<file path="config.mk">
export PLATFORM = sky130hd
export DESIGN_NAME = pfb_top
export DESIGN_NICKNAME = d
export VERILOG_FILES = /design/src/rtl/pfb_pkg.sv /design/src/rtl/pfb_flag_bit.sv /design/src/rtl/pfb_apb_slave.sv /design/src/rtl/pfb_top.sv
export SDC_FILE = /design/constraint.sdc
export NUM_CORES = 1
export LEC_CHECK = 0
export ABC_AREA = 1
export BUFFER_PORTS_ARGS = -buffer_cell sky130_fd_sc_hd__buf_2
export CAP_MARGIN = 25
export CORE_ASPECT_RATIO = 2
export CORE_MARGIN = 2
export CORE_UTILIZATION = 44
export DETAILED_ROUTE_END_ITERATION = 8
export PLACE_DENSITY = 0.72
export SLEW_MARGIN = 10
export SYNTH_ARGS = -nofsm -noshare
export SYNTH_HDL_FRONTEND = slang
export SYNTH_SLANG_ARGS = --single-unit
</file>
<file path="constraint.sdc">
create_clock -name pclk -period 2.5 [get_ports pclk]
set_input_delay 0.25 -clock pclk [delete_from_list [all_inputs] [get_ports pclk]]
set_output_delay 0.25 -clock pclk [all_outputs]
set_load 0.03 [all_outputs]
</file>
<file path="src/rtl/pfb_pkg.sv">
// Behaviour
// - osc fail sets bank two bit 7
// - bank two bits 6..4 read zero
// - bus collision sets bank two bit 3
// - low voltage sets bank two bit 2
// - timer 3 rollover sets bank two bit 1
// - timer 3 gate sets bank two bit 0
// - rx flag mirrors receive buffer full
// - tx flag mirrors transmit buffer empty
// - charge time event sets bank three bit 3
// - capcmp 1/2 set on capture or compare
// - pulse width mode never sets capcmp flag
// - timer 4 overflow sets bank four bit 7
// - nvm write completion sets bank four bit 6
// - comparator events set bank four bits 5,4
// - capcmp 3..5 flags; bank four bit 3 zero
// - invalid CAN message sets bank five bit 7
// - CAN bus activity sets bank five bit 6
// - any CAN status error sets bit 5
// - CAN tx buffer done sets bits 4..2
// - bit 1 source depends on buffer mode
// - bit 0: rxbuf0, zero, or fifo level
// - flags set regardless of enables
// - peripheral enable gates all peripheral requests
package pfb_pkg;
   localparam logic [11:0] PFB_OFS_FLAGS2 = 12'h000;
   localparam logic [11:0] PFB_OFS_FLAGS3 = 12'h004;
   localparam logic [11:0] PFB_OFS_FLAGS4 = 12'h008;
   localparam logic [11:0] PFB_OFS_FLAGS5 = 12'h00C;
   localparam logic [11:0] PFB_OFS_EN2 = 12'h010;
   localparam logic [11:0] PFB_OFS_EN3 = 12'h014;
   localparam logic [11:0] PFB_OFS_EN4 = 12'h018;
   localparam logic [11:0] PFB_OFS_EN5 = 12'h01C;
   localparam logic [11:0] PFB_OFS_CTRL = 12'h020;
   // implemented-bit masks per bank
   localparam logic [7:0] PFB_MASK2 = 8'h8F;
   localparam logic [7:0] PFB_MASK3 = 8'h3E;
   localparam logic [7:0] PFB_MASK4 = 8'hF7;
   localparam logic [7:0] PFB_MASK5 = 8'hFF;
   // software-writable (clearable) bits; rx/tx serial are read-only
   localparam logic [7:0] PFB_SWMASK3 = 8'h0E;
   localparam logic [7:0] PFB_FLAG_RESET = 8'h00;
   localparam int PFB_SER_RX_BIT = 5;
   localparam int PFB_SER_TX_BIT = 4;
   localparam int PFB_CTRL_PEN_BIT = 0;
   localparam int PFB_CTRL_PRI_BIT = 1;
   localparam int PFB_CTRL_MODE_LSB = 2;
   localparam int PFB_CTRL_HF_BIT = 4;
   localparam logic [1:0] PFB_CCP_PWM = 2'h2;
   typedef enum logic [1:0] {
      PFB_MODE0 = 2'b00,
      PFB_MODE1 = 2'b01,
      PFB_MODE2 = 2'b10
   } pfb_canmode_t;
   typedef struct packed {
      logic osc_fail;
      logic bus_collision;
      logic low_voltage;
      logic timer3_rollover;
      logic timer3_gate;
      logic charge_time;
      logic timer4_overflow;
      logic nvm_write_done;
      logic comparator2;
      logic comparator1;
   } pfb_misc_ev_t;
   typedef struct packed {
      logic [4:0] event_hit;
      logic [9:0] mode;
   } pfb_capcmp_t;
   typedef struct packed {
      logic invalid_msg;
      logic bus_activity;
      logic [3:0] comm_status_err;
      logic [2:0] txbuf_done;
      logic rxbuf0_new;
      logic rxbuf1_new;
      logic any_rx_new;
      logic fifo_half;
      logic fifo_full;
   } pfb_can_ev_t;
endpackage

</file>
<file path="src/rtl/pfb_flag_bit.sv">
`timescale 1ns/1ps
module pfb_flag_bit (
   input wire logic pclk,
   input wire logic presetn,
   input wire logic set_ev,
   input wire logic sw_clear,
   output logic flag_q
);
   always_ff @(posedge pclk or negedge presetn) begin
      if (!presetn) begin
         flag_q <= 1'b0;
      end else if (set_ev) begin
         flag_q <= 1'b1;
      end else if (sw_clear) begin
         flag_q <= 1'b0;
      end
   end

   property p_set_wins;
      @(posedge pclk) disable iff (!presetn)
         set_ev |=> flag_q;
   endproperty
   a_set_wins: assert property (p_set_wins)
      else $error("flag lost an event");
endmodule

</file>
<file path="src/rtl/pfb_apb_slave.sv">
`timescale 1ns/1ps
module pfb_apb_slave (
   input wire logic pclk,
   input wire logic presetn,
   input wire logic psel,
   input wire logic penable,
   input wire logic pwrite,
   input wire logic [11:0] paddr,
   input wire logic [31:0] pwdata,
   input wire logic [31:0] rd_word,
   output logic pready,
   output logic pslverr,
   output logic [31:0] prdata,
   output logic wr_stb,
   output logic rd_stb,
   output logic [11:0] acc_addr,
   output logic [7:0] wr_byte,
   input wire logic addr_ok
);
   // one wait state: pready rises one cycle into the access phase, registered
   logic acc;
   assign acc = psel && penable && !pready;
   assign wr_stb = acc && pwrite && addr_ok;
   assign rd_stb = acc && !pwrite && addr_ok;
   assign acc_addr = paddr;
   assign wr_byte = pwdata[7:0];

   always_ff @(posedge pclk or negedge presetn) begin
      if (!presetn) begin
         pready <= 1'b0;
         pslverr <= 1'b0;
         prdata <= 32'h0000_0000;
      end else begin
         pready <= acc;
         pslverr <= acc && !addr_ok;
         prdata <= (acc && !pwrite) ? rd_word : 32'h0000_0000;
      end
   end
endmodule

</file>
<file path="src/rtl/pfb_top.sv">
// Implementation choices: the APB register port and the address map.
`timescale 1ns/1ps
module pfb_top (
   input wire logic pclk,
   input wire logic presetn,
   input wire logic psel,
   input wire logic penable,
   input wire logic pwrite,
   input wire logic [11:0] paddr,
   input wire logic [31:0] pwdata,
   output logic [31:0] prdata,
   output logic pready,
   output logic pslverr,
   input wire pfb_pkg::pfb_misc_ev_t misc_ev,
   input wire pfb_pkg::pfb_capcmp_t capcmp,
   input wire pfb_pkg::pfb_can_ev_t can_ev,
   input wire logic serial2_rx_full,
   input wire logic serial2_tx_empty,
   output logic periph_irq_q,
   output logic serial2_rx_buffer_rd,
   output logic serial2_tx_buffer_wr
);
   logic wr_stb;
   logic [11:0] acc_addr;
   logic [7:0] wr_byte;
   logic [31:0] rd_word;
   logic addr_ok;
   logic [7:0] en2_q, en3_q, en4_q, en5_q;
   logic [4:0] ctrl_q;
   logic [7:0] set2, set3, set4, set5;
   logic [7:0] clr2, clr3, clr4, clr5;
   logic [7:0] fl2, fl3, fl4, fl5;
   logic [7:0] rd2, rd3, rd4, rd5;
   logic [4:0] cc_ev;
   logic [3:0] can_err;
   pfb_pkg::pfb_canmode_t mode;

   pfb_apb_slave u_apb (
      .pclk(pclk),
      .presetn(presetn),
      .psel(psel),
      .penable(penable),
      .pwrite(pwrite),
      .paddr(paddr),
      .pwdata(pwdata),
      .rd_word(rd_word),
      .pready(pready),
      .pslverr(pslverr),
      .prdata(prdata),
      .wr_stb(wr_stb),
      .rd_stb(),
      .acc_addr(acc_addr),
      .wr_byte(wr_byte),
      .addr_ok(addr_ok)
   );

   assign mode = pfb_pkg::pfb_canmode_t'(
      ctrl_q[pfb_pkg::PFB_CTRL_MODE_LSB +: 2]);
   assign can_err = can_ev.comm_status_err;

   // pulse-width mode units never raise their flag
   genvar gi;
   generate
      for (gi = 0; gi < 5; gi++) begin : g_cc
         assign cc_ev[gi] = capcmp.event_hit[gi] &&
            (capcmp.mode[2*gi +: 2] != pfb_pkg::PFB_CCP_PWM);
      end
   endgenerate

   // events, sets always regardless of enables
   always_comb begin
      set2 = 8'h00;
      set3 = 8'h00;
      set4 = 8'h00;
      set5 = 8'h00;
      set2[7] = misc_ev.osc_fail;
      set2[3] = misc_ev.bus_collision;
      set2[2] = misc_ev.low_voltage;
      set2[1] = misc_ev.timer3_rollover;
      set2[0] = misc_ev.timer3_gate;
      set3[3] = misc_ev.charge_time;
      set3[2] = cc_ev[1];
      set3[1] = cc_ev[0];
      set4[7] = misc_ev.timer4_overflow;
      set4[6] = misc_ev.nvm_write_done;
      set4[5] = misc_ev.comparator2;
      set4[4] = misc_ev.comparator1;
      set4[2:0] = cc_ev[4:2];
      set5[7] = can_ev.invalid_msg;
      set5[6] = can_ev.bus_activity;
      set5[5] = |can_err;
      set5[4:2] = can_ev.txbuf_done;
      if (mode == pfb_pkg::PFB_MODE0) begin
         set5[1] = can_ev.rxbuf1_new;
         set5[0] = can_ev.rxbuf0_new;
      end else if (mode == pfb_pkg::PFB_MODE1) begin
         set5[1] = can_ev.any_rx_new;
         set5[0] = 1'b0;
      end else begin
         set5[1] = can_ev.any_rx_new;
         set5[0] = ctrl_q[pfb_pkg::PFB_CTRL_HF_BIT] ?
            can_ev.fifo_half : can_ev.fifo_full;
      end
   end

   // writing a zero clears a flag; writing a one leaves it alone
   always_comb begin
      clr2 = 8'h00;
      clr3 = 8'h00;
      clr4 = 8'h00;
      clr5 = 8'h00;
      if (wr_stb && acc_addr == pfb_pkg::PFB_OFS_FLAGS2) begin
         clr2 = ~wr_byte & pfb_pkg::PFB_MASK2;
      end else if (wr_stb && acc_addr == pfb_pkg::PFB_OFS_FLAGS3) begin
         clr3 = ~wr_byte & pfb_pkg::PFB_SWMASK3;
      end else if (wr_stb && acc_addr == pfb_pkg::PFB_OFS_FLAGS4) begin
         clr4 = ~wr_byte & pfb_pkg::PFB_MASK4;
      end else if (wr_stb && acc_addr == pfb_pkg::PFB_OFS_FLAGS5) begin
         clr5 = ~wr_byte & pfb_pkg::PFB_MASK5;
      end
   end

   genvar bi;
   generate
      for (bi = 0; bi < 8; bi++) begin : g_bit
         pfb_flag_bit u_f2 (.pclk(pclk), .presetn(presetn),
            .set_ev(set2[bi]), .sw_clear(clr2[bi]), .flag_q(fl2[bi]));
         pfb_flag_bit u_f3 (.pclk(pclk), .presetn(presetn),
            .set_ev(set3[bi]), .sw_clear(clr3[bi]), .flag_q(fl3[bi]));
         pfb_flag_bit u_f4 (.pclk(pclk), .presetn(presetn),
            .set_ev(set4[bi]), .sw_clear(clr4[bi]), .flag_q(fl4[bi]));
         pfb_flag_bit u_f5 (.pclk(pclk), .presetn(presetn),
            .set_ev(set5[bi]), .sw_clear(clr5[bi]), .flag_q(fl5[bi]));
      end
   endgenerate

   // visible values; unimplemented bits forced to zero
   always_comb begin
      rd2 = fl2 & pfb_pkg::PFB_MASK2;
      rd3 = fl3 & pfb_pkg::PFB_SWMASK3;
      rd3[pfb_pkg::PFB_SER_RX_BIT] = serial2_rx_full;
      rd3[pfb_pkg::PFB_SER_TX_BIT] = serial2_tx_empty;
      rd4 = fl4 & pfb_pkg::PFB_MASK4;
      rd5 = fl5;
      if (mode == pfb_pkg::PFB_MODE1) begin
         rd5[0] = 1'b0;
      end
   end

   always_comb begin
      addr_ok = 1'b1;
      rd_word = 32'h0000_0000;
      if (acc_addr == pfb_pkg::PFB_OFS_FLAGS2) begin
         rd_word[7:0] = rd2;
      end else if (acc_addr == pfb_pkg::PFB_OFS_FLAGS3) begin
         rd_word[7:0] = rd3;
      end else if (acc_addr == pfb_pkg::PFB_OFS_FLAGS4) begin
         rd_word[7:0] = rd4;
      end else if (acc_addr == pfb_pkg::PFB_OFS_FLAGS5) begin
         rd_word[7:0] = rd5;
      end else if (acc_addr == pfb_pkg::PFB_OFS_EN2) begin
         rd_word[7:0] = en2_q;
      end else if (acc_addr == pfb_pkg::PFB_OFS_EN3) begin
         rd_word[7:0] = en3_q;
      end else if (acc_addr == pfb_pkg::PFB_OFS_EN4) begin
         rd_word[7:0] = en4_q;
      end else if (acc_addr == pfb_pkg::PFB_OFS_EN5) begin
         rd_word[7:0] = en5_q;
      end else if (acc_addr == pfb_pkg::PFB_OFS_CTRL) begin
         rd_word[4:0] = ctrl_q;
      end else begin
         addr_ok = 1'b0;
      end
   end

   always_ff @(posedge pclk or negedge presetn) begin
      if (!presetn) begin
         en2_q <= pfb_pkg::PFB_FLAG_RESET;
         en3_q <= pfb_pkg::PFB_FLAG_RESET;
         en4_q <= pfb_pkg::PFB_FLAG_RESET;
         en5_q <= pfb_pkg::PFB_FLAG_RESET;
         ctrl_q <= 5'h00;
      end else if (wr_stb) begin
         if (acc_addr == pfb_pkg::PFB_OFS_EN2) begin
            en2_q <= wr_byte & pfb_pkg::PFB_MASK2;
         end else if (acc_addr == pfb_pkg::PFB_OFS_EN3) begin
            en3_q <= wr_byte & pfb_pkg::PFB_MASK3;
         end else if (acc_addr == pfb_pkg::PFB_OFS_EN4) begin
            en4_q <= wr_byte & pfb_pkg::PFB_MASK4;
         end else if (acc_addr == pfb_pkg::PFB_OFS_EN5) begin
            en5_q <= wr_byte;
         end else if (acc_addr == pfb_pkg::PFB_OFS_CTRL) begin
            ctrl_q <= wr_byte[4:0];
         end
      end
   end

   // serial2 buffer strobes are held low; flag-bank three accesses have no buffer side effects
   always_ff @(posedge pclk or negedge presetn) begin
      if (!presetn) begin
         serial2_rx_buffer_rd <= 1'b0;
         serial2_tx_buffer_wr <= 1'b0;
      end else begin
         serial2_rx_buffer_rd <= 1'b0;
         serial2_tx_buffer_wr <= 1'b0;
      end
   end

   // priority mode holds periph_irq_q low; only the flat path here
   logic any_req;
   assign any_req = |(rd2 & en2_q) | |(rd3 & en3_q) |
      |(rd4 & en4_q) | |(rd5 & en5_q);

   always_ff @(posedge pclk or negedge presetn) begin
      if (!presetn) begin
         periph_irq_q <= 1'b0;
      end else begin
         periph_irq_q <= any_req &&
            ctrl_q[pfb_pkg::PFB_CTRL_PEN_BIT] &&
            !ctrl_q[pfb_pkg::PFB_CTRL_PRI_BIT];
      end
   end

   property p_irq_gate;
      @(posedge pclk) disable iff (!presetn)
         !ctrl_q[pfb_pkg::PFB_CTRL_PEN_BIT] |=> !periph_irq_q;
   endproperty
   a_irq_gate: assert property (p_irq_gate)
      else $error("irq raised with peripheral enable low");

   property p_irq_or;
      @(posedge pclk) disable iff (!presetn)
         (any_req && ctrl_q[pfb_pkg::PFB_CTRL_PEN_BIT] &&
          !ctrl_q[pfb_pkg::PFB_CTRL_PRI_BIT]) |=> periph_irq_q;
   endproperty
   a_irq_or: assert property (p_irq_or)
      else $error("enabled flag did not raise irq");

   property p_unimpl2;
      @(posedge pclk) disable iff (!presetn)
         rd2[6:4] == 3'h0;
   endproperty
   a_unimpl2: assert property (p_unimpl2)
      else $error("bank two reserved bits nonzero");

   property p_unimpl4;
      @(posedge pclk) disable iff (!presetn)
         rd4[3] == 1'b0;
   endproperty
   a_unimpl4: assert property (p_unimpl4)
      else $error("bank four bit 3 nonzero");

   property p_osc;
      @(posedge pclk) disable iff (!presetn)
         misc_ev.osc_fail |=> rd2[7];
   endproperty
   a_osc: assert property (p_osc)
      else $error("osc fail flag not set");

   property p_pwm;
      @(posedge pclk) disable iff (!presetn)
         (capcmp.mode[1:0] == pfb_pkg::PFB_CCP_PWM && !rd3[1] &&
          capcmp.event_hit[0]) |=> !rd3[1];
   endproperty
   a_pwm: assert property (p_pwm)
      else $error("pwm mode set capcmp1 flag");

   property p_mode1;
      @(posedge pclk) disable iff (!presetn)
         mode == pfb_pkg::PFB_MODE1 |-> rd5[0] == 1'b0;
   endproperty
   a_mode1: assert property (p_mode1)
      else $error("bank five bit 0 nonzero in mode 1");

   property p_rx;
      @(posedge pclk) disable iff (!presetn)
         rd3[pfb_pkg::PFB_SER_RX_BIT] == serial2_rx_full;
   endproperty
   a_rx: assert property (p_rx)
      else $error("rx flag does not follow buffer");

   property p_canerr;
      @(posedge pclk) disable iff (!presetn)
         (|can_err) |=> rd5[5];
   endproperty
   a_canerr: assert property (p_canerr)
      else $error("can error flag not set");

   property p_tx;
      @(posedge pclk) disable iff (!presetn)
         rd3[pfb_pkg::PFB_SER_TX_BIT] == serial2_tx_empty;
   endproperty
   a_tx: assert property (p_tx)
      else $error("tx flag does not follow buffer");

   // only a software zero may drop a latched flag
   property p_keep;
      @(posedge pclk) disable iff (!presetn)
         (rd2[3] && !clr2[3]) |=> rd2[3];
   endproperty
   a_keep: assert property (p_keep)
      else $error("bus collision flag dropped without clear");

   property p_lowv;
      @(posedge pclk) disable iff (!presetn)
         misc_ev.low_voltage |=> rd2[2];
   endproperty
   a_lowv: assert property (p_lowv)
      else $error("low voltage flag not set");

   property p_t4;
      @(posedge pclk) disable iff (!presetn)
         misc_ev.timer4_overflow |=> rd4[7];
   endproperty
   a_t4: assert property (p_t4)
      else $error("timer 4 flag not set");

   property p_nvm;
      @(posedge pclk) disable iff (!presetn)
         misc_ev.nvm_write_done |=> rd4[6];
   endproperty
   a_nvm: assert property (p_nvm)
      else $error("nvm write flag not set");

   property p_inv;
      @(posedge pclk) disable iff (!presetn)
         can_ev.invalid_msg |=> rd5[7];
   endproperty
   a_inv: assert property (p_inv)
      else $error("invalid message flag not set");

   property p_pwm3;
      @(posedge pclk) disable iff (!presetn)
         (capcmp.mode[5:4] == pfb_pkg::PFB_CCP_PWM && !rd4[0] &&
          capcmp.event_hit[2]) |=> !rd4[0];
   endproperty
   a_pwm3: assert property (p_pwm3)
      else $error("pwm mode set capcmp3 flag");

   c_irq: cover property (@(posedge pclk) disable iff (!presetn)
      $rose(periph_irq_q));
   c_clear: cover property (@(posedge pclk) disable iff (!presetn)
      rd2[3] ##1 !rd2[3]);
   c_mode2: cover property (@(posedge pclk) disable iff (!presetn)
      mode == pfb_pkg::PFB_MODE2 && rd5[0]);
endmodule

</file>
# == Yosys cells after proc, flatten, opt, wreduce, memory -nomap -nowiden ==
# Index checks and enable logic that the tools add are counted.
# W data, S select, Z words.
# op_classes
n_eq_ne,14
n_mux,80
bitwise_logic,12
n_reduce_logical,56
# ops
cell,count
$mux W8,16
$mux W1,58
$eq A12 B5 Y1 const B,4
$reduce_bool A2 Y1,23
$reduce_or A8 Y1,4
$and A8 B8 Y8,3
$eq A12 B4 Y1 const B,2
$logic_and A1 B1 Y1,17
$eq A12 B3 Y1 const B,1
$eq A12 B6 Y1 const B,1
$logic_not A12 Y1,1
$mux W5,2
$ne A2 B2 Y1 const B,5
$mux W4,2
$not A8 Y8,1
$and A6 B6 Y6,1
$reduce_and A6 Y1,1
$reduce_and A5 Y1,1
$logic_not A1 Y1,4
$not A1 Y1,4
$reduce_and A4 Y1,1
$reduce_or A4 Y1,1
$mux W3,1
$or A1 B1 Y1,3
other kinds (5),5
# totals
reg_bits,64
in_bits,90
out_inout_bits,37
wordCells,194

# == Depth between registers and ports, before layout ==
# Gate-level depths: netlist of run 1.
# depth
word_depth,18
mapped_depth,12
mapped_depth_nobuf,12

# == Modules after synthesis ==
# Synthesis of run 1 repeated with hierarchy kept, for this count alone.
# unflattened
cells_unflattened,604
hier_area_um2,4682.0
# by_module_without_submodules
mod,n_inst,cells_per_inst,area_per_inst_um2,seq_area_each_um2
pfb_top,1,358,2408.6,775.7
pfb_apb_slave,1,131,1352.5,850.8
pfb_flag_bit,23,5,40.0,25.0

# == Worst setup path before layout of run 1 ==
# No wires, ideal clock.
# synth_path
path_kind,input-to-reg
start,input port paddr[2]
end,register en4_q[1]
setup_ps,123
arrival_time_ps,1561
required_ps,2377
setup_slack_ps,816
path_stages,11
n_path_buf,2
path_cell_list,buf_2 inv_4 nor3_4 nand2_2 nand2_2 nor2_1 nand2_2 nand2_4 buf_2 o21ai_0 nand2_1
# synth_via
elab_chain_cells,12
word_cells_on_any_way,22
cone_classes,eq/ne (8); mux (9); bitwise (2); reduce/logical (3)
# synth_lines
element,line_no,rtl
"start, declared",pfb_top.sv:9,"input wire logic [11:0] paddr,"
$eq A12 B6 Y1,pfb_top.sv:169,end else if (acc_addr == pfb_pkg::PFB_OFS_CTRL) begin
$mux W1,pfb_top.sv:169,
$mux W1,pfb_top.sv:167,end else if (acc_addr == pfb_pkg::PFB_OFS_EN5) begin
$mux W1,pfb_top.sv:165,end else if (acc_addr == pfb_pkg::PFB_OFS_EN4) begin
$mux W1,pfb_top.sv:163,end else if (acc_addr == pfb_pkg::PFB_OFS_EN3) begin
$mux W1,pfb_top.sv:161,end else if (acc_addr == pfb_pkg::PFB_OFS_EN2) begin
$mux W1,pfb_top.sv:159,end else if (acc_addr == pfb_pkg::PFB_OFS_FLAGS5) begin
$mux W1,pfb_top.sv:157,end else if (acc_addr == pfb_pkg::PFB_OFS_FLAGS4) begin
$mux W1,pfb_top.sv:155,end else if (acc_addr == pfb_pkg::PFB_OFS_FLAGS3) begin
$mux W1,pfb_top.sv:153,if (acc_addr == pfb_pkg::PFB_OFS_FLAGS2) begin
$logic_and A1 B1 Y1,pfb_apb_slave.sv:23,assign wr_stb = acc && pwrite && addr_ok;
$reduce_and A4 Y1 (no source line) *,n/a,
"end signal, assigned",pfb_top.sv:180,en4_q <= pfb_pkg::PFB_FLAG_RESET;
"end signal, assigned",pfb_top.sv:189,en4_q <= wr_byte & pfb_pkg::PFB_MASK4;
"end, declared",pfb_top.sv:28,"logic [7:0] en2_q, en3_q, en4_q, en5_q;"
# Mark *: on every way between the ends. The rest lies on a longest branch, timed or not.
# A chain may end at the register's enable or synchronous reset.

# == Final worst setup path of run 1 ==
# layout_path
start,input port paddr[11]
end,register en2_q[3]
# layout_via
elab_chain_cells,12
word_cells_on_any_way,20
cone_classes,eq/ne (8); mux (9); reduce/logical (3)
# layout_lines
element,line_no,rtl
$eq A12 B6 Y1,pfb_top.sv:169,
$mux W1,pfb_top.sv:169,
$mux W1,pfb_top.sv:167,
$mux W1,pfb_top.sv:165,
$mux W1,pfb_top.sv:163,
$mux W1,pfb_top.sv:161,
$mux W1,pfb_top.sv:159,
$mux W1,pfb_top.sv:157,
$mux W1,pfb_top.sv:155,
$mux W1,pfb_top.sv:153,
$logic_and A1 B1 Y1,pfb_apb_slave.sv:23,
$reduce_and A2 Y1 (no source line) *,n/a,
"end signal, assigned",pfb_top.sv:178,en2_q <= pfb_pkg::PFB_FLAG_RESET;
"end signal, assigned",pfb_top.sv:185,en2_q <= wr_byte & pfb_pkg::PFB_MASK2;
"end, declared",pfb_top.sv:28,
# Marks and branches as above.

==> key figures, run 1 <==
Yosys
  – Mapped Avg Cell Area: 7.51 um2
  – Synth top area cells: dfrtp_1, nand2_1, o21ai_0
  – Seq/Total Area, Yosys: 43.6%
  – Area share of the largest cell type after synthesis: approximately 44%
  – Warnings from Yosys: 0
  – Yosys reg bits: 64
  – Synth Instances: 489
  – Cell accounting for the most synthesized area: dfrtp_1
  – Synth Cell Area: about 0.0037 mm2
  – Synth unique cells: 34

GRT
  – First-pass GRT wire length: 17.7 mm
  – Vias in the first global route: between 3000 and 4000
  – Global Route Usage Sum: 26.8%
  – Pin count of the biggest net entering global routing: 30
  – Grt ovf: 0
  – Initial antenna violation count: 0

Drt
  – Wirelength, routed: 11.3 mm
  – M1 wire length: 3.95 mm
  – Met2 WL post-DR: 6.05 mm
  – Iter 0 DRT Violations: 230
  – Router iterations before antenna repair: 5
  – Top Layer Used: met4
  – Met3 Wirelength: 511 um
  – Routed len/inst: ~16 um
  – Via Count: roughly 3600
  – Post-route DRC: 0
  – ANT nets after route: 0
  – Vias/cell: 5.26

Final layout
  – Post-route cell area: 0.00445 mm2
  – Leading cell type in the layout, fill and taps excluded: nand2_1
  – Layout net count: 676
  – Layout cells sized above 1: between 20% and 30%
  – Area taken by multi-input logic gates: 0.00169 mm2
  – Filler cells: 790
  – Area delta synth->final: 21.3%
  – Antenna cells: 0
  – FF/Latch Area: 0.00160 mm2
  – Most frequent cells in the layout: nand2_1, buf_2, dfrtp_1, inv_1, o21ai_0

STA
  – Final setup viols: 0
  – Setup TNS: 0 ns
  – Tightest Pin Transition: about 0.78 ns
  – Highest Clock Rate: around 520 MHz
  – Final Hold Fails: 0
  – Clock skew: 0.00662 ns
  – Pins Over Slew Limit: 0
  – Period utilization: 76.8%
  – Hold_ws: roughly 0.099 ns
  – Slew margin rel.: 46.7%
  – Tmin final: about 1.9 ns
  – RSZ-0062 raised after global routing: no

Clocking
  – Post-CTS setup buffer count: 0
  – CTS sink cnt: 64
  – Clock Path Buffers: 2
  – Worst-Skew Late Latency: between 0.3 and 0.4 ns
  – CTS root buffer: clkbuf_16
  – Clk pin slew, worst setup/hold paths: 0.05 ns
  – CTS tree: built
  – CTS Buf Count: 9
  – H-tree depth: 3

Min path
  – Hold wc startpoint: can_ev[7]
  – Hold Crit Class: primary input to flop
  – WHS Path Cells: 3
  – Min-Delay Endpoint: g_bit[4].u_f5.flag_q

Setup path
  – Startpoint types: primary input
  – Critical Path Sink Type: flop
  – Critical path fanouts, max: 16
  – R2r startpoint: en3_q[3]
  – WP data required: roughly 2.8 ns
  – Reg2reg setup slack: slightly above 0.8 ns
  – Crit path kind: primary input to flop
  – CP arrival: ~2.2 ns
  – R2r endpoint: periph_irq_q
  – R2R depth: 4

Power and ir drop
  – Worst vdd ir: 0.346 mV
  – Static Leakage: between 2 and 2.5 nW
  – Pwr Total: 2.37 mW
  – PwrDens: approximately 530 mW/mm2

Placed design
  – Number of port buffers: 76
  – Final HPWL DP: 9.10 mm
  – Routability congestion estimate: roughly 0.93
  – Post-DP Area: 0.00418 mm2

Floorplan
  – Row count: 47
  – Chip width: slightly below 70 um
  – Die area: between 0.009 and 0.01 mm2
  – Top-Level Pins: about 130
  – DIE HEIGHT: 133 um
  – Area of the core: 0.00817 mm2
  – Initial Utilization: 44.9%

Run
  – Max Cap Viol: 0

Run status
  – Status: finished clean
==> logic make-up (layout without fill, tap and decap cells) <==
kind of cell           count (synthesis)  in the layout  synth area share (%)
other                                  1             26                 0.102
DFF                                   64             64                  43.6
and+or+nand+nor                      224            224                  28.1
AOI/OAI and AO/OA                    104            104                  15.4
buffers and inverters                 96            173                  12.8
==> metrics by stage <==
| stage | setup WS (ns) | util, % | instances |
|---|---|---|---|
| 6_report | 0.580 | 54.5 | 689 |
| 5_1_grt | 0.407 | 54.5 | 689 |
| 4_1_cts | 0.589 | 54.5 | 689 |
| 3_5_place_dp | 0.247 | 51.1 | 672 |
| 3_3_place_gp | 0.298 | 51.1 | 672 |
| 2_1_floorplan | 0.816 | - | 514 |
==> flip-flops by register name (all words and copies together), names as in the netlist <==
name,flops
g_bit.u_f5.flag_q,8
u_apb.pready,1
ctrl_q,5
en4_q,7
g_bit.u_f4.flag_q,7
en3_q,5
periph_irq_q,1
g_bit.u_f3.flag_q,3
en5_q,8
u_apb.prdata,8
g_bit.u_f2.flag_q,5
en2_q,5
u_apb.pslverr,1
==> worst max-delay path by stage <==
| stage | from | end | slack [ns] | cells after the start |
|---|---|---|---|---|
| 2_1_floorplan | paddr[2] | en4_q[1] | 0.82 | 11 |
| 3_3_place_gp | paddr[11] | en4_q[7] | 0.30 | 11 |
| 3_5_place_dp | paddr[11] | en4_q[0] | 0.25 | 11 |
| 4_1_cts | paddr[11] | en4_q[0] | 0.59 | 11 |
| 5_1_grt | paddr[11] | en4_q[0] | 0.41 | 12 |
| 6_report | paddr[11] | en2_q[3] | 0.58 | 13 |
==> power by group <==
group | total, mW | internal, mW | switching (mW)
clock | 1.13 | 0.694 | 0.438
sequential | 1.04 | 1.04 | 0.000543
combinational | 0.202 | 0.0566 | 0.145
total | 2.37 | 1.79 | 0.584
==> final cells by class <==
| cell class | count | share of cell area [%] |
|---|---|---|
| multi-input combinational | 354 | 38.0 |
| inverter | 63 | 5.37 |
| clock inverter | 3 | 0.393 |
| sequential | 64 | 36.0 |
| timing repair buffer | 94 | 11.9 |
| clock buffer | 13 | 5.62 |
| tap | 98 | 2.75 |
==> repair_timing <==
item                      CTS  global route
gates resized for setup     0             0
hold endpoints to repair   13             0
hold buffers                1             0
==> metal layers <==
layer / track usage, % / vias up
met3: 4.56 / 43
met5: 0 / -
met2: 45.6 / 144
met1: 28.9 / 1710
li1: - / 1727
met4: 17.8 / 0
==> worst max-delay path: stages <==
cell,delay [ns]
buf_2,0.10
nor2_1,0.12
nand2_2,0.15
nor2_4,0.18
nand3_1,0.27
nand2_2,0.20
nor2_1,0.07
nand2_2,0.11
nand2_4,0.18
buf_12,0.21
nor2_4,0.17
nand2_1,0.07
o21ai_1,0.08
==> synthesized netlist by cell type <==
master,count
nand3_2,2
nor3_1,4
o21ai_0,50
a2111oi_0,2
a211oi_1,1
o211ai_1,4
nand3_1,21
inv_4,1
buf_2,2
nand2_2,6
dfrtp_1,64
and3_1,1
nand3b_1,1
conb_1,1
nor2_2,4
o22ai_1,2
inv_1,57
nor3_4,2
nand2_1,133
inv_2,5
o21bai_1,4
o21ai_1,22
nor2_4,8
nand2_4,1
a31oi_1,2
nand4_1,8
nor4_1,1
o211a_1,1
o2111ai_1,1
buf_6,1
clkbuf_1,4
a21oi_1,15
buf_4,26
nor2_1,32
Power figures use the tool's default switching activity.
==> run 2, diff against run 1 <==
Settings changed: ABC_AREA 1 to 0, PLACE_DENSITY 0.72 to 0.75.
Clock period 2.5 ns to 1.75 ns, I/O delays scaled along.
==> run 2 against run 1 <==
Against the previous run:
- the flow now finishes with violations (setup timing)
- critical endpoint is now en5_q[5]
- largest cell class unchanged
- synthesized area shrank 6.7%
- hold slack worse by 0.078 ns
- wire length down 11%
- die area down 6.4%
- power increased by 54%
- design area grew 1.9%
- clock skew decreased by 0.0010 ns
- utilization increased by 5.7 points
- sequential power rose by 43%
==> key figures, run 2 <==
Setup path
  – Critical path fanouts, max: 4 (-12)
  – Buf+Inv Stages, Crit Path: 2 (unchanged)
  – Top cell family by delay on the critical path: simple AND/OR/NAND/NOR gates
  – CP arrival: 2.07 ns (-0.10 ns)
  – CP max stage cell: or3_4
  – Crit-path max cell delay: 0.40 ns (+0.13 ns)
  – Crit path cell chain: nand3b_1 -> inv_2 -> nand2_2 -> or3_4 -> nor2_4 -> buf_6 -> mux2_4
  – R2r startpoint: u_apb.pready
  – Startpoint types: flop
  – Crit path kind: flop to flop
  – Critical Path Source: u_apb.pready
  – R2r endpoint: en5_q[5]
  – R2R depth: 7 (+3)
  – Critical Path Sink Type: flop
  – WP data required: 1.97 ns (-0.78 ns)
  – Reg2reg setup slack: -0.10 ns (-0.92 ns)

Yosys
  – Cell accounting for the most synthesized area: dfrtp_1
  – Area share of the largest cell type after synthesis: 46.7% (+3.1 points)
  – Seq/Total Area, Yosys: 46.7% (+3.1 points)
  – Mapped Avg Cell Area: 10.5 um2 (+40%)
  – Synth Cell Area: 0.00343 mm2 (-6.7%)
  – Yosys reg bits: 64 (unchanged)
  – Async SR Flop Fraction: 100% (unchanged)
  – Post-synth top cells: dfrtp_1, mux2_2, o21ai_0
  – Warnings from Yosys: 0 (unchanged)
  – Synth top area cells: dfrtp_1, mux2_2, buf_4
  – Synth unique cells: 49 (+44%)
  – Synth Flop Type: dfrtp_1
  – Most frequent cell after synthesis: dfrtp_1
  – Synth Instances: 326 (-33%)
  – Post-synth EDFFs: 0 (unchanged)

Final layout
  – Area delta synth->final: 32.5%
  – Post-route cell area: 0.00454 mm2 (+1.9%)
  – FF/Latch Area: 0.00160 mm2 (about the same)
  – Largest regs: en5_q x8, g_bit.u_f5.flag_q x8, u_apb.prdata x8
  – Filler cells: 620 (-22%)
  – Antenna cells: 0 (unchanged)
  – Layout cells sized above 1: 40.3% (+17 points)
  – Area taken by multi-input logic gates: 0.00175 mm2 (+3.5%)
  – Leading cell type in the layout, fill and taps excluded: buf_2
  – Most frequent cells in the layout: buf_2, dfrtp_1, buf_4, o21ai_0, conb_1
  – Layout net count: 534 (-21%)

Drt
  – ANT nets after route: 0 (unchanged)
  – Post-route DRC: 0 (unchanged)
  – Wirelength, routed: 10.0 mm (-11%)
  – Router iterations before antenna repair: 5 (unchanged)
  – Iter 0 DRT Violations: 214 (-7.0%)
  – Routed len/inst: 18.4 um (+13%)
  – Vias/cell: 5.75 (+9.2%)
  – Via Count: 3120 (-14%)

Clocking
  – CTS tree: built
  – Clk pin slew, worst setup/hold paths: 0.05 ns (about the same)
  – CTS Buf Count: 9 (unchanged)
  – H-tree depth: 3 (unchanged)
  – CTS sink cnt: 64 (unchanged)
  – Worst-Skew Late Latency: 0.34 ns (about the same)
  – Clock Path Buffers: 2 (unchanged)
  – CTS root buffer: clkbuf_16

GRT
  – Global Route Usage Sum: 25.0% (-1.8 points)
  – Vias in the first global route: 3034 (-14%)
  – Grt ovf: 0 (unchanged)
  – Pin count of the biggest net entering global routing: 50 (+67%)
  – Initial antenna violation count: 0 (unchanged)
  – First-pass GRT wire length: 15.4 mm (-13%)

STA
  – Pins Over Slew Limit: 0 (unchanged)
  – Hold_ws: 0.0205 ns (-0.0783 ns)
  – Final worst slack: -0.101 ns (-0.681 ns)
  – Final setup viols: 25 (+25)
  – Period utilization: 106%
  – Final Hold Fails: 0 (unchanged)
  – Clock skew: 0.00558 ns (-0.00104 ns)
  – Highest Clock Rate: 540 MHz
  – RSZ-0062 raised after global routing: yes
  – Tmin final: 1.85 ns

Power and ir drop
  – Static Leakage: 2.10 nW (-10%)
  – Worst vdd ir: 0.773 mV (+120%)
  – PwrDens: 806 mW/mm2 (+51%)

Floorplan
  – Chip width: 66.4 um (-3.2%)
  – Top-Level Pins: 127 (unchanged)
  – Row count: 45 (-4.3%)
  – DIE HEIGHT: 129 um (-3.3%)
  – Die area: 0.00855 mm2 (-6.4%)
  – Area of the core: 0.00754 mm2 (-7.7%)
  – Initial Utilization: 45.4% (+0.50 points)

Min path
  – WHS Path Cells: 3 (unchanged)
  – Min-Delay Endpoint: g_bit[5].u_f5.flag_q
  – Hold wc startpoint: can_ev[10]
  – Hold Crit Class: primary input to flop

Placed design
  – Routability congestion estimate: 0.988 (+5.7%)
  – Post-Place Worst Slack: -0.240 ns (-0.487 ns)
  – Final HPWL DP: 7.67 mm (-16%)
  – Post-DP Area: 0.00412 mm2 (-1.4%)
  – Number of port buffers: 76 (unchanged)

Run status
  – Violated checks: setup timing
  – Status: finished, violations left

Run
  – Max Cap Viol: 0 (unchanged)
run 2: routing by layer:
| layer | vias to the layer above | track usage (%) | wire length [um] |
|---|---|---|---|
| met5 | - | 0 | 0 |
| met4 | 0 | 18.6 | 811 |
| met2 | 219 | 42.1 | 5100 |
| met3 | 73 | 6.82 | 749 |
| li1 | 1381 | - | - |
| met1 | 1447 | 25.7 | 3360 |
run 2: layout make-up:
cell class / count / area share, %
Clock buffer: 13 / 5.73
Clock inverter: 3 / 0.882
Inverter: 8 / 0.661
Multi-Input combinational cell: 243 / 38.6
Sequential cell: 64 / 35.3
Tap cell: 94 / 2.59
Timing Repair Buffer: 118 / 16.3
run 2: timing repair:
action / CTS / global route
resized for setup: 19 / 3
setup endpoints to repair: 25 / 26
hold buffers: 1 / 0
endpoints found under the hold margin: 15 / 0
pin swaps: 4 / 5
setup buffers: 3 / 0
cloned: 0 / 0
run 2: kinds of logic (layout without fill, tap and decap cells):
| family | Yosys count | after routing | synth area share (%) |
|---|---|---|---|
| AND/OR/NAND/NOR | 98 | 98 | 15.9 |
| other | 1 | 26 | 0.109 |
| AO/OA/AOI/OAI | 79 | 79 | 15.0 |
| flip-flops | 64 | 64 | 46.7 |
| multiplexers | 40 | 40 | 14.4 |
| buffers and inverters | 44 | 142 | 7.82 |
run 2: worst max path at each step:
stage,endpoint,slack [ns],depth (start not counted)
2_1_floorplan,en2_q[0],-0.17,7
3_5_place_dp,en4_q[7],-0.24,6
5_1_grt,en2_q[7],-0.14,7
4_1_cts,en2_q[2],-0.16,7
6_report,en5_q[5],-0.10,7
3_3_place_gp,g_bit[1].u_f3.flag_q,-0.22,6
run 2: power by group:
part	total, mW	internal [mW]	switching (mW)
Clock	1.79	1.17	0.619
Sequential	1.49	1.49	0.00138
Combinational	0.380	0.135	0.246
Total	3.66	2.79	0.866
run 2: worst min-delay path: stages:
cell     delay [ns]
buf_2          0.08
nor4_1         0.03
nand2_1        0.04
run 2: through the flow:
stage	utilization, %	power (mW)	std cells	setup TNS (ns)
floorplan	-	1.73	351	-3.57
global placement	54.6	1.87	523	-4.64
detailed placement	54.6	1.88	523	-5.26
CTS	60.1	3.68	543	-2.69
global route	60.2	3.77	543	-2.99
finish	60.2	3.66	543	-2.02
==> run 3, diff against run 2 <==
Settings changed: ABC_AREA 0 to default, GPL_TIMING_DRIVEN from default to 0.
==> run 3 against run 2 <==
Against the previous run:
- the run still ends with setup timing left
- utilization rose by 0.25 points
- critical path type unchanged
- largest power group unchanged
- global-route usage shrank 0.094 points
- first-iteration DRC count shrank 18%
- count of clock-buffer cells in the layout unchanged
- via count fell by 2.3%
- largest cell class unchanged
- clock power is essentially flat
- hold slack improved by 0.0085 ns
- design area is 0.41% higher
- sequential share of layout area down 0.15 points
- non-clock buffer count is 2 higher
==> key figures, run 3 (synthesis gave the netlist of run 2 again) <==
Run status
  – Status: finished, violations left
  – Violated checks: setup timing

GRT
  – Initial antenna violation count: 0 (unchanged)
  – Vias in the first global route: 2992 (-1.4%)
  – First-pass GRT wire length: 15.5 mm (+0.71%)
  – Pin count of the biggest net entering global routing: 65 (+30%)
  – Grt ovf: 0 (unchanged)
  – Global Route Usage Sum: 25.0% (-0.094 points)

Drt
  – Router iterations before antenna repair: 5 (unchanged)
  – ANT nets after route: 0 (unchanged)
  – Via Count: 3048 (-2.3%)
  – Routed len/inst: 18.7 um (+1.7%)
  – Post-route DRC: 0 (unchanged)
  – Vias/cell: 5.59 (-2.7%)
  – Wirelength, routed: 10.2 mm (+2.0%)
  – Iter 0 DRT Violations: 175 (-18%)

STA
  – RSZ-0062 raised after global routing: yes
  – Tmin final: 1.88 ns (+0.0297 ns)
  – Final worst slack: -0.131 ns (-0.0297 ns)
  – Period utilization: 107% (+1.7 points)
  – Hold_ws: 0.0289 ns (+0.00847 ns)
  – Setup TNS: -2.45 ns (-0.438 ns)
  – Clock skew: 0.00730 ns (+0.00172 ns)
  – Final setup viols: 25 (unchanged)
  – Tightest Pin Transition: approximately 0.79 ns
  – Slew margin rel.: 47.2%
  – Final Hold Fails: 0 (unchanged)
  – Pins Over Slew Limit: 0 (unchanged)
  – Highest Clock Rate: 532 MHz (-1.6%)

Placed design
  – Post-DP Area: 0.00406 mm2 (-1.5%)
  – Post-Place Worst Slack: -0.448 ns (-0.208 ns)
  – Placed cells: 519 (-0.76%)
  – Final HPWL DP: 7.60 mm (-0.86%)
  – Routability congestion estimate: 0.984 (-0.39%)
  – Number of port buffers: 74 (-2.6%)

Final layout
  – Area delta synth->final: 33.1%
  – Leading cell type in the layout, fill and taps excluded: buf_2
  – Post-route cell area: 0.00456 mm2 (+0.41%)
  – Layout cells sized above 1: 41.2% (+0.93 points)
  – Most frequent cells in the layout: buf_2, dfrtp_1, buf_4, o21ai_0, conb_1
  – Largest regs: en5_q x8, g_bit.u_f5.flag_q x8, u_apb.prdata x8
  – Final core utilization: 60.4% (+0.25 points)
  – Antenna cells: 0 (unchanged)
  – Layout net count: 536 (+0.37%)
  – Cell Count, Final, Fillers Out: 545 (+0.37%)
  – Filler cells: 705 (+14%)

Clocking
  – CTS sink cnt: 64 (unchanged)
  – CTS tree: built
  – Clock Path Buffers: 2 (unchanged)
  – CTS Buf Count: 9 (unchanged)
  – CTS root buffer: clkbuf_16
  – H-tree depth: 3 (unchanged)
  – Clk pin slew, worst setup/hold paths: 0.05 ns (about the same)
  – Worst-Skew Late Latency: 0.33 ns (about the same)

Setup path
  – Critical Path Sink Type: flop
  – Startpoint types: flop
  – CP arrival: 2.09 ns (+0.02 ns)
  – Critical path fanouts, max: 4 (unchanged)
  – WP data required: 1.96 ns (about the same)
  – R2R depth: 7 (unchanged)
  – Crit path kind: flop to flop

Min path
  – WHS Path Cells: 2 (-1)
  – Hold Crit Class: primary input to flop

Floorplan
  – Initial Utilization: 45.4% (unchanged)
  – Die area: 0.00855 mm2 (unchanged)
  – Row count: 45 (unchanged)
  – Chip width: 66.4 um (unchanged)
  – Area of the core: 0.00754 mm2 (unchanged)
  – Top-Level Pins: 127 (unchanged)
  – DIE HEIGHT: 129 um (unchanged)

Run
  – Max Cap Viol: 0 (unchanged)

Power and ir drop
  – Static Leakage: 2.11 nW (+0.44%)
  – Worst vdd ir: 0.546 mV (-29%)
  – PwrDens: 804 mW/mm2 (-0.22%)
  – Pwr Total: 3.67 mW (+0.19%)
run 3: cell types whose count changed in the layout (fill, tap and decap cells not counted), moves of 2 or more:
cell and change:
clkbuf_2 +2, buf_4 -3, nand3_1 -2, clkbuf_1 +2
run 3: path summary, 6_finish.rpt:
kind	endpoint	slack, ns	startpoint
worst max register to register	en2_q[3]	-0.13	u_apb.pready
max in group asynchronous	u_apb.pready	0.72	presetn
worst min register to register	periph_irq_q	0.51	ctrl_q[1]
worst max-delay path	en2_q[3]	-0.13	u_apb.pready
min in group asynchronous	g_bit[4].u_f5.flag_q	0.48	presetn
worst min-delay path	g_bit[6].u_f5.flag_q	0.03	can_ev[12]
run 3: per-layer routing:
| layer | wire length (um) | track usage [%] |
|---|---|---|
| met3 | 646 | 4.20 |
| met2 | 5510 | 44.9 |
| met5 | 0 | 0 |
| met1 | 3560 | 26.0 |
| met4 | 496 | 15.5 |
run 3: report_power, final:
| group | internal (mW) | switching (mW) |
|---|---|---|
| Clock | 1.17 | 0.616 |
| Combinational | 0.143 | 0.247 |
| Sequential | 1.49 | 0.00137 |
run 3: timing repair:
item | 4_1_cts | 5_1_grt
hold buffers | 1 | 0
gates resized for setup | 20 | 13
hold endpoints to repair | 64 | 0
pin swaps | 4 | 6
buffers inserted | 10 | 1
endpoints found under the setup margin | 39 | 45
run 3: area by class of cell:
cell class | instances | area [um2] | share of cell area (%)
clock buffers | 13 | 260 | 5.71
clock inverters | 3 | 40.0 | 0.878
multi-input cells | 243 | 1780 | 39.1
flip-flops and latches | 64 | 1600 | 35.2
well taps | 94 | 118 | 2.58
plain buffers | 34 | 231 | 5.08
inverters | 8 | 30.0 | 0.659
repair buffers | 86 | 497 | 10.9
run 3: worst max-delay path: stages, from the launching register on:
cell,delay (ns)
dfrtp_2,0.39
nand3b_1,0.18
inv_2,0.08
nand2_2,0.05
or3_4,0.43
nor3_4,0.18
buf_6,0.15
mux2_4,0.29
